--- src/vtc_pkg.sv ---
package vtc_pkg;
    // Register addresses on the 8-bit serial control bus
    localparam logic [7:0]  ADDR_TONE_ATTEN     = 8'h0A;
    localparam logic [7:0]  ADDR_EXT_CODEC_CTRL = 8'h0B;
    localparam logic [7:0]  ADDR_CONTROL_WORD   = 8'h11;
    localparam logic [7:0]  ADDR_CODEC_CMD      = 8'h12;
    localparam logic [7:0]  ADDR_SPEED_SELECT   = 8'h1D;
    localparam logic [7:0]  ADDR_WATERMARK      = 8'h1E;
    localparam logic [7:0]  ADDR_IRQ_ENABLE     = 8'h1F;
    localparam logic [7:0]  ADDR_QUEUE_COUNT    = 8'h24;
    localparam logic [7:0]  ADDR_SERVICE_ACK    = 8'h2E;
    localparam logic [7:0]  ADDR_DEC_INFO       = 8'h37;
    localparam logic [7:0]  ADDR_ENC_INFO       = 8'h38;
    localparam logic [7:0]  ADDR_STATUS         = 8'h40;

    // Control word bit positions
    localparam int CW_DEC_KEYPAD_DETECT = 5;
    localparam int CW_DEC_TONE_DETECT   = 7;
    localparam int CW_DEC_TONE_GENERATE = 8;
    localparam int CW_DEC_TONE_FIRST    = 9;
    localparam int CW_ENC_KEYPAD_DETECT = 11;
    localparam int CW_ENC_TONE_DETECT   = 12;
    localparam int CW_ENC_TONE_FIRST    = 13;

    // Status bit positions
    localparam int ST_READY       = 15;
    localparam int ST_SERVICE     = 14;
    localparam int ST_FRAME_WANTED = 8;

    // Watermark field layout
    localparam int WM_HIGH_SEL = 15;
    localparam int WM_BITS     = 11;

    // Commands and codes
    localparam logic [15:0] CODEC_FIFO_CLEAR_CMD = 16'h0001;
    localparam logic [15:0] SPEED_SLOW           = 16'h0005;
    localparam logic [15:0] SPEED_FAST           = 16'h0006;
    localparam logic [15:0] IRQ_ENABLE_RESET     = 16'h8000;
    localparam logic [15:0] CONTROL_RESET        = 16'h0000;

    // Info register type field codes
    localparam logic [1:0]  INFO_VOICE  = 2'b00;
    localparam logic [1:0]  INFO_KEYPAD = 2'b01;
    localparam logic [1:0]  INFO_TONE   = 2'b10;

    // Timing: a control word change takes effect within 20 ms
    localparam int CLK_MHZ         = 100;
    localparam int CTRL_SETTLE_US  = 20000;
    localparam int CTRL_SETTLE_CYC = CTRL_SETTLE_US * CLK_MHZ;
    localparam int SPEED_SETTLE_CYC = 64;

    localparam int QUEUE_DEPTH   = 16;
    localparam int SAMPLE_BUF_MAX = 800;
endpackage

--- src/vtc_regs.sv ---
`timescale 1ns/1ps
// Notes on behaviour
// - Decoder tone detect reports frequency in info
// - Decoder tone generate needs detect enabled too
// - Decoder order bit matters only with both detects
// - Encoder keypad detect posts key code
// - Encoder tone detect posts frequency, else voice
// - Encoder order bit matters only with both detects
// - Codec command write pushes word, bumps count; dropped when queue full
// - Push completion sets ready and interrupt
// - Queue empty at reset, kept until clear
// - Count readable; acknowledge bit 0 marks completion
// - Serial port start replays every queued word
// - Watermark write completion sets ready bit
// - Output buffer holds up to 800 samples
// - Below low mark sets data-wanted once
// - Watermark is 11 bits, 11-14 reserved
// - Bit 15 picks high mark and disarms
// - Control write completes with ready bit
// - Interrupt low when enabled status bit sets
module vtc_regs
    import vtc_pkg::*;
#(
    parameter int SETTLE_CYC = CTRL_SETTLE_CYC
) (
    input  wire logic        REF_CLK,
    input  wire logic        RESET_N,
    input  wire logic        BUS_WR,
    input  wire logic        BUS_RD,
    input  wire logic [7:0]  BUS_ADDR,
    input  wire logic [15:0] BUS_WDATA,
    output logic      [15:0] BUS_RDATA,
    input  wire logic        DEC_FRAME_VALID,
    input  wire logic        DEC_FRAME_IS_TONE,
    input  wire logic        DEC_FRAME_IS_KEYPAD,
    input  wire logic [11:0] DEC_FRAME_DATA,
    input  wire logic        ENC_AUDIO_VALID,
    input  wire logic        ENC_AUDIO_IS_TONE,
    input  wire logic        ENC_AUDIO_IS_KEYPAD,
    input  wire logic [11:0] ENC_AUDIO_DATA,
    input  wire logic [10:0] SAMPLE_COUNT,
    input  wire logic        PORT_START,
    input  wire logic        PORT_TX_READY,
    output logic             PORT_TX_VALID,
    output logic      [15:0] PORT_TX_DATA,
    output logic             DEC_TONE_SYNTH,
    output logic             FAST_SPEED,
    output logic             INTERRUPT_N
);
    // Refused at elaboration: a zero settle count never raises ready
    if (SETTLE_CYC < 1) begin : g_bad_settle
        $error("SETTLE_CYC must be at least one");
    end

    localparam int QW = $clog2(QUEUE_DEPTH) + 1;

    logic [15:0] ctrl_ff;
    logic [15:0] irq_en_ff;
    logic [15:0] status_ff;
    logic [15:0] ack_ff;
    logic [15:0] dec_info_ff;
    logic [15:0] enc_info_ff;
    logic [15:0] speed_ff;
    logic [15:0] rdata_ff;
    logic [31:0] settle_ff;
    logic        settle_busy_ff;
    logic        fast_ff;
    logic        synth_ff;
    logic        irq_n_ff;
    logic        tx_valid_ff;
    logic [15:0] tx_data_ff;
    logic [QW-1:0] q_count;
    logic        q_tx_valid;
    logic [15:0] q_tx_data;
    logic        wanted_pulse;

    // Address decode
    wire wr_ctrl   = BUS_WR && (BUS_ADDR == ADDR_CONTROL_WORD);
    wire wr_cmd    = BUS_WR && (BUS_ADDR == ADDR_CODEC_CMD);
    wire wr_speed  = BUS_WR && (BUS_ADDR == ADDR_SPEED_SELECT);
    wire wr_wm     = BUS_WR && (BUS_ADDR == ADDR_WATERMARK);
    wire wr_irqen  = BUS_WR && (BUS_ADDR == ADDR_IRQ_ENABLE);
    wire wr_atten  = BUS_WR && (BUS_ADDR == ADDR_TONE_ATTEN);
    wire wr_ecc    = BUS_WR && (BUS_ADDR == ADDR_EXT_CODEC_CTRL);
    wire rd_status = BUS_RD && (BUS_ADDR == ADDR_STATUS);
    wire q_clear   = wr_ecc && (BUS_WDATA == CODEC_FIFO_CLEAR_CMD);

    // Reserved bits forced to zero so a stray host write cannot act on them
    wire [15:0] ctrl_clean = BUS_WDATA & 16'h3BFF;

    // Control field views
    wire dec_tone_detect_en   = ctrl_ff[CW_DEC_TONE_DETECT];
    wire dec_tone_generate_en = ctrl_ff[CW_DEC_TONE_GENERATE];
    wire dec_tone_first       = ctrl_ff[CW_DEC_TONE_FIRST];
    wire dec_keypad_detect_en = ctrl_ff[CW_DEC_KEYPAD_DETECT];
    wire enc_keypad_detect_en = ctrl_ff[CW_ENC_KEYPAD_DETECT];
    wire enc_tone_detect_en   = ctrl_ff[CW_ENC_TONE_DETECT];
    wire enc_tone_first       = ctrl_ff[CW_ENC_TONE_FIRST];

    // Decoder classification; order only matters when both detects on
    wire dec_tone_hit = DEC_FRAME_IS_TONE && dec_tone_detect_en;
    wire dec_key_hit  = DEC_FRAME_IS_KEYPAD && dec_keypad_detect_en;
    wire dec_take_tone = dec_tone_hit
        && !(dec_key_hit && !dec_tone_first);
    wire dec_take_key  = dec_key_hit && !dec_take_tone;

    // Encoder classification, same priority scheme
    wire enc_tone_hit = ENC_AUDIO_IS_TONE && enc_tone_detect_en;
    wire enc_key_hit  = ENC_AUDIO_IS_KEYPAD && enc_keypad_detect_en;
    wire enc_take_tone = enc_tone_hit
        && !(enc_key_hit && !enc_tone_first);
    wire enc_take_key  = enc_key_hit && !enc_take_tone;

    // Ready and service completion events
    wire ready_evt = wr_cmd || wr_wm || (settle_busy_ff && settle_ff == 32'd1);
    wire svc_evt   = wr_atten && (speed_ff == SPEED_SLOW || speed_ff == SPEED_FAST);

    // Register read mux; write-only locations read as zero
    wire [15:0] rd_mux =
        (BUS_ADDR == ADDR_STATUS)      ? status_ff :
        (BUS_ADDR == ADDR_QUEUE_COUNT) ? {{(16-QW){1'b0}}, q_count} :
        (BUS_ADDR == ADDR_SERVICE_ACK) ? ack_ff :
        (BUS_ADDR == ADDR_DEC_INFO)    ? dec_info_ff :
        (BUS_ADDR == ADDR_ENC_INFO)    ? enc_info_ff :
                                         16'h0000;

    // Sticky status events set over a read clear in the same cycle
    wire [15:0] status_set = {ready_evt, svc_evt, 5'b0_0000, wanted_pulse, 8'h00};
    wire [15:0] nxt_status = (rd_status ? 16'h0000 : status_ff) | status_set;

    // Codec command queue
    vtc_cmd_queue #(
        .DEPTH        (QUEUE_DEPTH)
    ) u_queue (
        .clk          (REF_CLK),
        .rst_n        (RESET_N),
        .push         (wr_cmd),
        .push_data    (BUS_WDATA),
        .clear        (q_clear),
        .replay_start (PORT_START),
        .tx_ready     (PORT_TX_READY),
        .tx_valid     (q_tx_valid),
        .tx_data      (q_tx_data),
        .count        (q_count)
    );

    // Watermark notifier
    vtc_watermark #(
        .CW           (WM_BITS)
    ) u_wm (
        .clk          (REF_CLK),
        .rst_n        (RESET_N),
        .wr           (wr_wm),
        .high_sel     (BUS_WDATA[WM_HIGH_SEL]),
        .level        (BUS_WDATA[WM_BITS-1:0]),
        .sample_count (SAMPLE_COUNT),
        .wanted_pulse (wanted_pulse)
    );

    // Control and enable registers
    always_ff @(posedge REF_CLK) begin
        if (!RESET_N) begin
            ctrl_ff   <= CONTROL_RESET;
            irq_en_ff <= IRQ_ENABLE_RESET;
        end else begin
            if (wr_ctrl) begin
                ctrl_ff <= ctrl_clean;
            end
            if (wr_irqen) begin
                irq_en_ff <= BUS_WDATA;
            end
        end
    end

    // Control change takes its settle time before ready is raised
    always_ff @(posedge REF_CLK) begin
        if (!RESET_N) begin
            settle_ff      <= 32'd0;
            settle_busy_ff <= 1'b0;
        end else if (wr_ctrl) begin
            settle_ff      <= 32'(SETTLE_CYC);
            settle_busy_ff <= 1'b1;
        end else if (settle_busy_ff) begin
            settle_ff      <= settle_ff - 32'd1;
            settle_busy_ff <= settle_ff != 32'd1;
        end
    end

    // Status, acknowledge and interrupt
    always_ff @(posedge REF_CLK) begin
        if (!RESET_N) begin
            status_ff <= 16'h0000;
            ack_ff    <= 16'h0000;
            irq_n_ff  <= 1'b1;
        end else begin
            status_ff <= nxt_status;
            if (wr_cmd) begin
                ack_ff <= 16'h0001;
            end else if (BUS_RD && BUS_ADDR == ADDR_SERVICE_ACK) begin
                ack_ff <= 16'h0000;
            end
            irq_n_ff  <= ~|(nxt_status & irq_en_ff);
        end
    end

    // Speed select is latched, then applied by the attenuation write
    always_ff @(posedge REF_CLK) begin
        if (!RESET_N) begin
            speed_ff <= 16'h0000;
            fast_ff  <= 1'b0;
        end else begin
            if (wr_speed) begin
                speed_ff <= BUS_WDATA;
            end
            if (svc_evt) begin
                fast_ff <= speed_ff == SPEED_FAST;
            end
        end
    end

    // Frame info registers: type in 15:14, data in 11:0
    always_ff @(posedge REF_CLK) begin
        if (!RESET_N) begin
            dec_info_ff <= 16'h0000;
            enc_info_ff <= 16'h0000;
            synth_ff    <= 1'b0;
        end else begin
            if (DEC_FRAME_VALID) begin
                dec_info_ff <= dec_take_tone ? {INFO_TONE, 2'b00, DEC_FRAME_DATA} :
                               dec_take_key  ? {INFO_KEYPAD, 2'b00, DEC_FRAME_DATA} :
                                               {INFO_VOICE, 14'h0000};
                synth_ff    <= dec_take_tone && dec_tone_generate_en;
            end
            if (ENC_AUDIO_VALID) begin
                enc_info_ff <= enc_take_tone ? {INFO_TONE, 2'b00, ENC_AUDIO_DATA} :
                               enc_take_key  ? {INFO_KEYPAD, 2'b00, ENC_AUDIO_DATA} :
                                               {INFO_VOICE, 14'h0000};
            end
        end
    end

    // Registered outputs
    always_ff @(posedge REF_CLK) begin
        if (!RESET_N) begin
            rdata_ff    <= 16'h0000;
            tx_valid_ff <= 1'b0;
            tx_data_ff  <= 16'h0000;
        end else begin
            rdata_ff    <= BUS_RD ? rd_mux : 16'h0000;
            tx_valid_ff <= q_tx_valid && PORT_TX_READY;
            tx_data_ff  <= q_tx_data;
        end
    end

    assign BUS_RDATA      = rdata_ff;
    assign PORT_TX_VALID  = tx_valid_ff;
    assign PORT_TX_DATA   = tx_data_ff;
    assign DEC_TONE_SYNTH = synth_ff;
    assign FAST_SPEED     = fast_ff;
    assign INTERRUPT_N    = irq_n_ff;
endmodule

--- src/vtc_cmd_queue.sv ---
`timescale 1ns/1ps
// Codec initialisation word store, replayed on each serial port start
module vtc_cmd_queue
    import vtc_pkg::*;
#(
    parameter int DEPTH = QUEUE_DEPTH
) (
    input  wire logic        clk,
    input  wire logic        rst_n,
    input  wire logic        push,
    input  wire logic [15:0] push_data,
    input  wire logic        clear,
    input  wire logic        replay_start,
    input  wire logic        tx_ready,
    output logic             tx_valid,
    output logic [15:0]      tx_data,
    output logic [$clog2(DEPTH):0] count
);
    localparam int AW = $clog2(DEPTH);

    // Refused at elaboration: the index wraps only on a power-of-two depth
    if (DEPTH < 2 || (1 << AW) != DEPTH) begin : g_bad_depth
        $error("DEPTH must be a power of two");
    end

    logic [15:0]   mem [DEPTH];
    logic [AW:0]   count_ff;
    logic [AW:0]   rd_ff;
    logic          run_ff;

    // Full store drops further words rather than wrapping
    wire           do_push = push && (count_ff != (AW+1)'(DEPTH));
    wire           do_send = run_ff && tx_ready;
    wire           last    = (rd_ff + 1'b1) == count_ff;

    // Words are kept after replay so a codec reset can reuse them
    always_ff @(posedge clk) begin
        if (do_push) begin
            mem[count_ff[AW-1:0]] <= push_data;
        end
    end

    always_ff @(posedge clk) begin
        if (!rst_n || clear) begin
            count_ff <= '0;
        end else if (do_push) begin
            count_ff <= count_ff + 1'b1;
        end
    end

    // Replay walks the stored words once, then the port carries audio
    always_ff @(posedge clk) begin
        if (!rst_n || clear) begin
            run_ff <= 1'b0;
            rd_ff  <= '0;
        end else if (replay_start) begin
            run_ff <= count_ff != '0;
            rd_ff  <= '0;
        end else if (do_send) begin
            rd_ff  <= rd_ff + 1'b1;
            run_ff <= !last;
        end
    end

    assign tx_valid = run_ff;
    assign tx_data  = mem[rd_ff[AW-1:0]];
    assign count    = count_ff;
endmodule

--- src/vtc_watermark.sv ---
`timescale 1ns/1ps
// Data-wanted notifier with low/high hysteresis on the sample count
module vtc_watermark
    import vtc_pkg::*;
#(
    parameter int CW = WM_BITS
) (
    input  wire logic          clk,
    input  wire logic          rst_n,
    input  wire logic          wr,
    input  wire logic          high_sel,
    input  wire logic [CW-1:0] level,
    input  wire logic [CW-1:0] sample_count,
    output logic               wanted_pulse
);
    // Refused at elaboration: a full buffer must fit the count width
    if (CW < 10) begin : g_bad_width
        $error("CW too narrow for the sample buffer");
    end

    logic [CW-1:0] low_ff;
    logic [CW-1:0] high_ff;
    logic          armed_ff;
    logic          pulse_ff;

    wire low_hit  = armed_ff && (sample_count < low_ff);
    wire high_hit = sample_count >= high_ff;

    // No reset values for the marks; disarmed until host programs them
    always_ff @(posedge clk) begin
        if (wr && !high_sel) begin
            low_ff <= level;
        end
        if (wr && high_sel) begin
            high_ff <= level;
        end
    end

    // Arm state: low write arms, high write waits for the high mark
    always_ff @(posedge clk) begin
        if (!rst_n) begin
            armed_ff <= 1'b0;
            pulse_ff <= 1'b0;
        end else begin
            pulse_ff <= 1'b0;
            if (wr) begin
                armed_ff <= !high_sel;
            end else if (low_hit) begin
                armed_ff <= 1'b0;
                pulse_ff <= 1'b1;
            end else if (!armed_ff && high_hit) begin
                armed_ff <= 1'b1;
            end
        end
    end

    assign wanted_pulse = pulse_ff;
endmodule

--- config.mk ---
export PLATFORM = sky130hd
export DESIGN_NAME = vtc_regs
export DESIGN_NICKNAME = d
export VERILOG_FILES = /design/src/vtc_pkg.sv /design/src/vtc_regs.sv /design/src/vtc_cmd_queue.sv /design/src/vtc_watermark.sv
export SDC_FILE = /design/constraint.sdc
export NUM_CORES = 1
export LEC_CHECK = 0
export BUFFER_PORTS_ARGS = -buffer_cell sky130_fd_sc_hd__buf_2
export CORE_MARGIN = 2
export CORE_UTILIZATION = 35
export CTS_CLUSTER_SIZE = 10
export DETAILED_ROUTE_END_ITERATION = 10
export HOLD_SLACK_MARGIN = 0.1
export PLACE_DENSITY = 0.62
export SLEW_MARGIN = 20
export SYNTH_ARGS = -nofsm -noshare
export SYNTH_HDL_FRONTEND = slang
export SYNTH_HIERARCHICAL = 1
export SYNTH_SLANG_ARGS = --single-unit
--- constraint.sdc ---
create_clock -name REF_CLK -period 4.3 [get_ports REF_CLK]
set_clock_uncertainty 0.1 [all_clocks]
set_input_delay 0.86 -clock REF_CLK [delete_from_list [all_inputs] [get_ports REF_CLK]]
set_output_delay 0.86 -clock REF_CLK [all_outputs]
set_load 0.05 [all_outputs]
; Yosys cells after proc, flatten, opt, wreduce, memory -nomap -nowiden
; Memories as Yosys holds them, arrays and structs flattened. A register that Yosys moved wholly into a read port is not among the register bits.
; Cells that the tools add are included.
[totals]
register_bits = 182
ram_bits = 256
output_inout_bits = 36
wordCells = 129
mem_count = 1
[memory_table]
columns = memory, depth, width, read_ports, rd_ports_with_merged_regs, write_ports, line_no
row1 = u_queue.mem, 16, 16, 1, 1, 1, vtc_cmd_queue.sv:26  ; logic [15:0] mem [DEPTH];
[classes]
addsub = 3
order_cmp = 2
n_eq_ne = 19
n_mux = 24
n_bitwise = 3
n_reduce_logical = 55
[ops]
columns = operator, count
row1 = $mux 16, 8
row2 = $mux 21, 2
row3 = $eq 8x5->1 const B, 5
row4 = $eq 16x3->1 const B, 2
row5 = $eq 32x1->1 const B, 1
row6 = $eq 8x6->1 const B, 4
row7 = $ne 32x1->1 const B, 1
row8 = $sub 32x1->32 const B, 1
row9 = $mux 15, 2
row10 = $logic_and 1x1->1, 29
row11 = $and 16x16->16, 1
row12 = $eq 16x1->1 const B, 1
row13 = $eq 8x4->1 const B, 2
row14 = $or 16x16->16, 1
row15 = $reduce_or 16->1, 1
row16 = $logic_not 1->1, 12
row17 = $mux 1, 12
row18 = $ge 11x11->1, 1
row19 = $lt 11x11->1, 1
row20 = $add 5x1->5 const B, 2
row21 = $eq 8x7->1 const B, 1
row22 = $reduce_bool 2->1, 3
row23 = $reduce_or 2->1, 3
row24 = $eq 5x5->1, 1
row25 = other kinds (6), 9

; Logic depth before layout (Yosys ltp)
[logic_depth]
word_depth = 8
depth_mapped = 8
depth_no_buf = 7

; Cells and area by module
; The synthesis kept the hierarchy.
[by_module_without_submodules]
columns = mod, n_inst, cells_each, area_per_inst_um2
row1 = vtc_cmd_queue, 1, 452, 10463.8
row2 = vtc_regs, 1, 629, 6189.7
row3 = vtc_watermark, 1, 105, 1272.5

; Worst setup path after synthesis
; OpenSTA, ideal clock, no wires.
[synth_timing]
path_type = input to register
startpoint = input BUS_ADDR[7]
endpoint = memory u_queue.mem[0][0] (enable)
setup_time_ns = 0.413
arrival_time_ns = 3.020
t_required_ns = 3.787
path_slack_ns = 0.767
path_stages = 4
path_cell_list = nor3b_1 and2_1 and3_1 nor3b_1
[synth_between]
elab_chain_cells = 5
[synth_lines]
columns = item, line_no
row1 = start: declaration, vtc_regs.sv:30  ; input wire logic [7:0] BUS_ADDR,
row2 = $eq 8x5->1, vtc_regs.sv:79  ; wire wr_cmd = BUS_WR && (BUS_ADDR == ADDR_CODEC_CMD);
row3 = $logic_and 1x1->1, vtc_regs.sv:79
row4 = net wr_cmd, vtc_regs.sv:79
row5 = $logic_and 1x1->1, vtc_cmd_queue.sv:32  ; wire do_push = push && (count_ff != (AW+1)'(DEPTH));
row6 = $mux 1, vtc_cmd_queue.sv:38  ; if (do_push) begin
row7 = $mux 1 (not written as such), vtc_cmd_queue.sv:39  ; mem[count_ff[AW-1:0]] <= push_data;
row8 = end: declaration, vtc_cmd_queue.sv:26
; The timed path passes the listed nets, and every way through them passes these cells.

; Worst setup path in the final report
[layout_timing]
startpoint = input BUS_ADDR[7]
endpoint = memory u_queue.mem[3][5] (enable)
; The elaborated chain is that of the path after synthesis.

==> metrics.md <==
| Metric | Value |
|---|---|
| Status | `finished clean` |
| Initial antenna violation count | `2` |
| Die ar. | `53,040 um^2` |
| Slew @ Worst Pin | `1010 ps` |
| Worst Hold Class | `reg2reg` |
| Syn avg cell area | `15.11 um^2` |
| Compound-Gate Fraction of Synth Area | `0.04956` |
| Fin crit period | `2853 ps` |
| DRT iter0 DRCs | `922` |
| Ports | `107` |
| Simple-gate portion of the synthesized area | `0.1081` |
| CTS tree | `built` |
| Share of the yosys chip area belonging to registers | `0.6555` |
| CTS H-tree depth | `2` |
| Drt first pass iters | `5` |
| Final Hold Fails | `0` |
| Row cnt | `82` |
| Final ANT Viol Nets | `0` |
| # Post-CTS Setup Buffers | `0` |
| XOR/XNOR Fraction of Synth Area | `0.02003` |
| Inst Count DP | `1,948` |
| Post-synthesis cell type count | `69` |
| First-pass GRT wire length | `65.33 mm` |
| DIE HEIGHT | `230.3 um` |
| Ranking of synthesized cells by area | `edfxtp_1 (47%), dfxtp_1 (19%), mux4_2 (8.0%), nor2b_1 (3.6%), mux4_1 (2.3%)` |
| RR Endpoint | `settle_ff[24]` |
| Max_cap viols | `0` |
| CP required | `4490 ps` |
| Hold buffer count at cts | `0` |
| DR WL/cell | `21.33 um` |
| PwrDens | `417.7 nW/um^2` |
| Commonest non-fill, non-tap cell in the layout | `edfxtp_1` |
| Final #Nets | `1,428` |
| R2R setup slack | `1600 ps` |
| Most frequent cells in the layout | `edfxtp_1 (278), dfxtp_1 (168), buf_2 (105), nor2b_1 (102), mux4_2 (64)` |
| Cells after Synth | `1,186` |
| CP max FO | `9` |
| Die width | `230.3 um` |
| Slew Viols, Final | `0` |
| Post-Route WL | `43.46 mm` |
| Finished Layout Cells | `2,038` |
| Largest family of logic cells by synthesized area | `multiplexers` |
| Clock Path Buffers | `3` |
| Syn_nets | `1,285` |
| Max VDD drop | `0.0002353 V` |
| CTS Buf Count | `51` |
| Vias | `10,390` |
| Critical path class | `in2reg` |
| Yosys reg bits | `448` |
| Core Area | `50,380 um^2` |
| Top_reg_cell synth | `edfxtp_1` |
| Largest net degree at the start of global routing | `52` |
| Final setup fails | `0` |
| Worst r2r path cells | `5` |
| Dominant cell type by area after synthesis | `edfxtp_1` |
| Relative slew slack | `0.3259` |
| Initial Utilization | `0.3558` |
| Layout cells sized above 1 | `0.2089` |
| P_leak | `0.007136 uW` |
| Port Buffers | `106` |
| Asr flop ratio synth | `0` |
| Hold Path Depth | `2` |
| EDFF count, synth | `278` |
| DP HPWL | `28.09 mm` |
| RSZ-0062 raised after global routing | `false` |
| Syn. warnings | `6` |
| Gr usage total | `0.1642` |
| Worst-Skew Late Latency | `580 ps` |
| Cells resized by post-CTS repair | `0` |
| Setup TNS | `0 ps` |
| Worst setup SP type | `input pin` |
| Adder-cell share of the synthesized area | `0.01954` |
| Critical Path AT | `3040 ps` |
| Area grow syn2layout | `16.15%` |
| Multiplexer share of the synthesized area | `0.1268` |
| Residual DRC count | `0` |
| Clock sink count | `448` |
| RePlAce Congestion | `0.8252` |
| Period utilisation layout | `0.6636` |
| Post-Syn Area | `17,930 um^2` |
| Clk root buf | `clkbuf_16` |
| Reg-to-Reg Start | `settle_ff[4]` |
| Crit. End Element | `flop` |
| Fmax | `0.3505 GHz` |
| Global route overflow | `0` |
| Synth top area share | `0.4657` |
| WHS Endpoint | `BUS_RDATA[2]` |
| Vias per cell | `5.100` |
| Min-Delay Startpoint | `enc_info_ff[2]` |
| Vias in the first global route | `10,410` |
| Clock transition at path regs | `50 ps` |
[stage by stage]
step	setup WS (ps)	hold slack [ps]	util	cell area (um^2)	total power, uW
detailed placement	927.1	342.8	0.3842	19350	4895
finish	1447	346.8	0.4133	20820	8696
CTS	1506	351.0	0.4132	20820	8805
floorplan	767.2	327.4	-	17930	4746
global placement	982.2	347.0	0.3842	19350	4889
global route	1219	374.3	0.4133	20820	9004
[synthesized netlist by cell type, types with 9 or more instances]
cell	instances
edfxtp_1	278
dfxtp_1	170
nor2b_1	103
mux4_2	64
nor2_1	56
a21oi_1	46
mux2i_1	41
nand2_1	33
clkbuf_1	31
inv_1	29
ha_1	28
and2_1	26
xor2_1	26
a22o_1	20
and3_1	19
mux4_1	16
o21ai_0	16
xnor2_1	15
nand3_1	13
a21boi_0	12
nor4_1	12
nand4_1	11
a22oi_1	9
[registers in the layout (all words and copies together) (netlist names), 14 cells and up, named ones only]
register and cells:
u_queue/mem 256, settle_ff 32, BUS_RDATA 16, PORT_TX_DATA 16
irq_en_ff 16, speed_ff 16, status_ff 16, dec_info_ff 14
enc_info_ff 14
[kinds of logic after synthesis]
group | after synthesis
AO/OA/AOI/OAI | 132
flip-flops | 448
XOR/XNOR | 41
buffers and inverters | 83
adder cells (fa/ha/maj) | 28
AND/OR/NAND/NOR | 333
multiplexers | 121
[area by class of cell]
| type | instances | area, um^2 |
|---|---|---|
| Sequential cell | 448 | 11760 |
| Clock buffer | 84 | 1430 |
| Timing Repair Buffer | 144 | 830.8 |
| Inverter | 29 | 108.9 |
| Tap cell | 672 | 840.8 |
| Multi-Input combinational cell | 655 | 5818 |
| Clock inverter | 4 | 31.28 |
| Fill cell | 4597 | 29550 |
| Antenna cell | 2 | 5.005 |
[how the worst max path moves through the flow]
stage                      startpoint                 end  slack, ps  depth (start not counted)
after floorplan           BUS_ADDR[7]   u_queue/mem[0][0]        770                          4
after global placement    BUS_ADDR[7]   u_queue/mem[3][6]        980                          8
after detailed placement  BUS_ADDR[7]  u_queue/mem[3][11]        930                          8
after CTS                        flop    PORT_TX_DATA[12]       1510                          4
after global routing      BUS_ADDR[7]   u_queue/mem[3][5]       1220                          8
final                     BUS_ADDR[7]   u_queue/mem[3][5]       1450                          8
[critical path, cell delays in order]
cell and delay (ps):
buf_2 120, nor3b_1 500, and2_1 260, and3_1 280, o21ai_2 120, nor3_1 220
and2_1 410, buf_4 260
[layer usage]
metal,part of all wire,vias up,track usage
li1,-,4785,-
met1,0.45,5283,0.2259
met2,0.48,276,0.2662
met3,0.054,49,0.03472
met4,0.017,0,0.03891
met5,0,-,0
[power breakdown]
part	leakage, uW	switching [uW]	internal [uW]
clock	0.000703	1650	2250
sequential	0.00387	3.95	4560
combinational	0.00256	166	67.1
total	0.00714	1820	6880
Power figures use the tool's default switching activity.
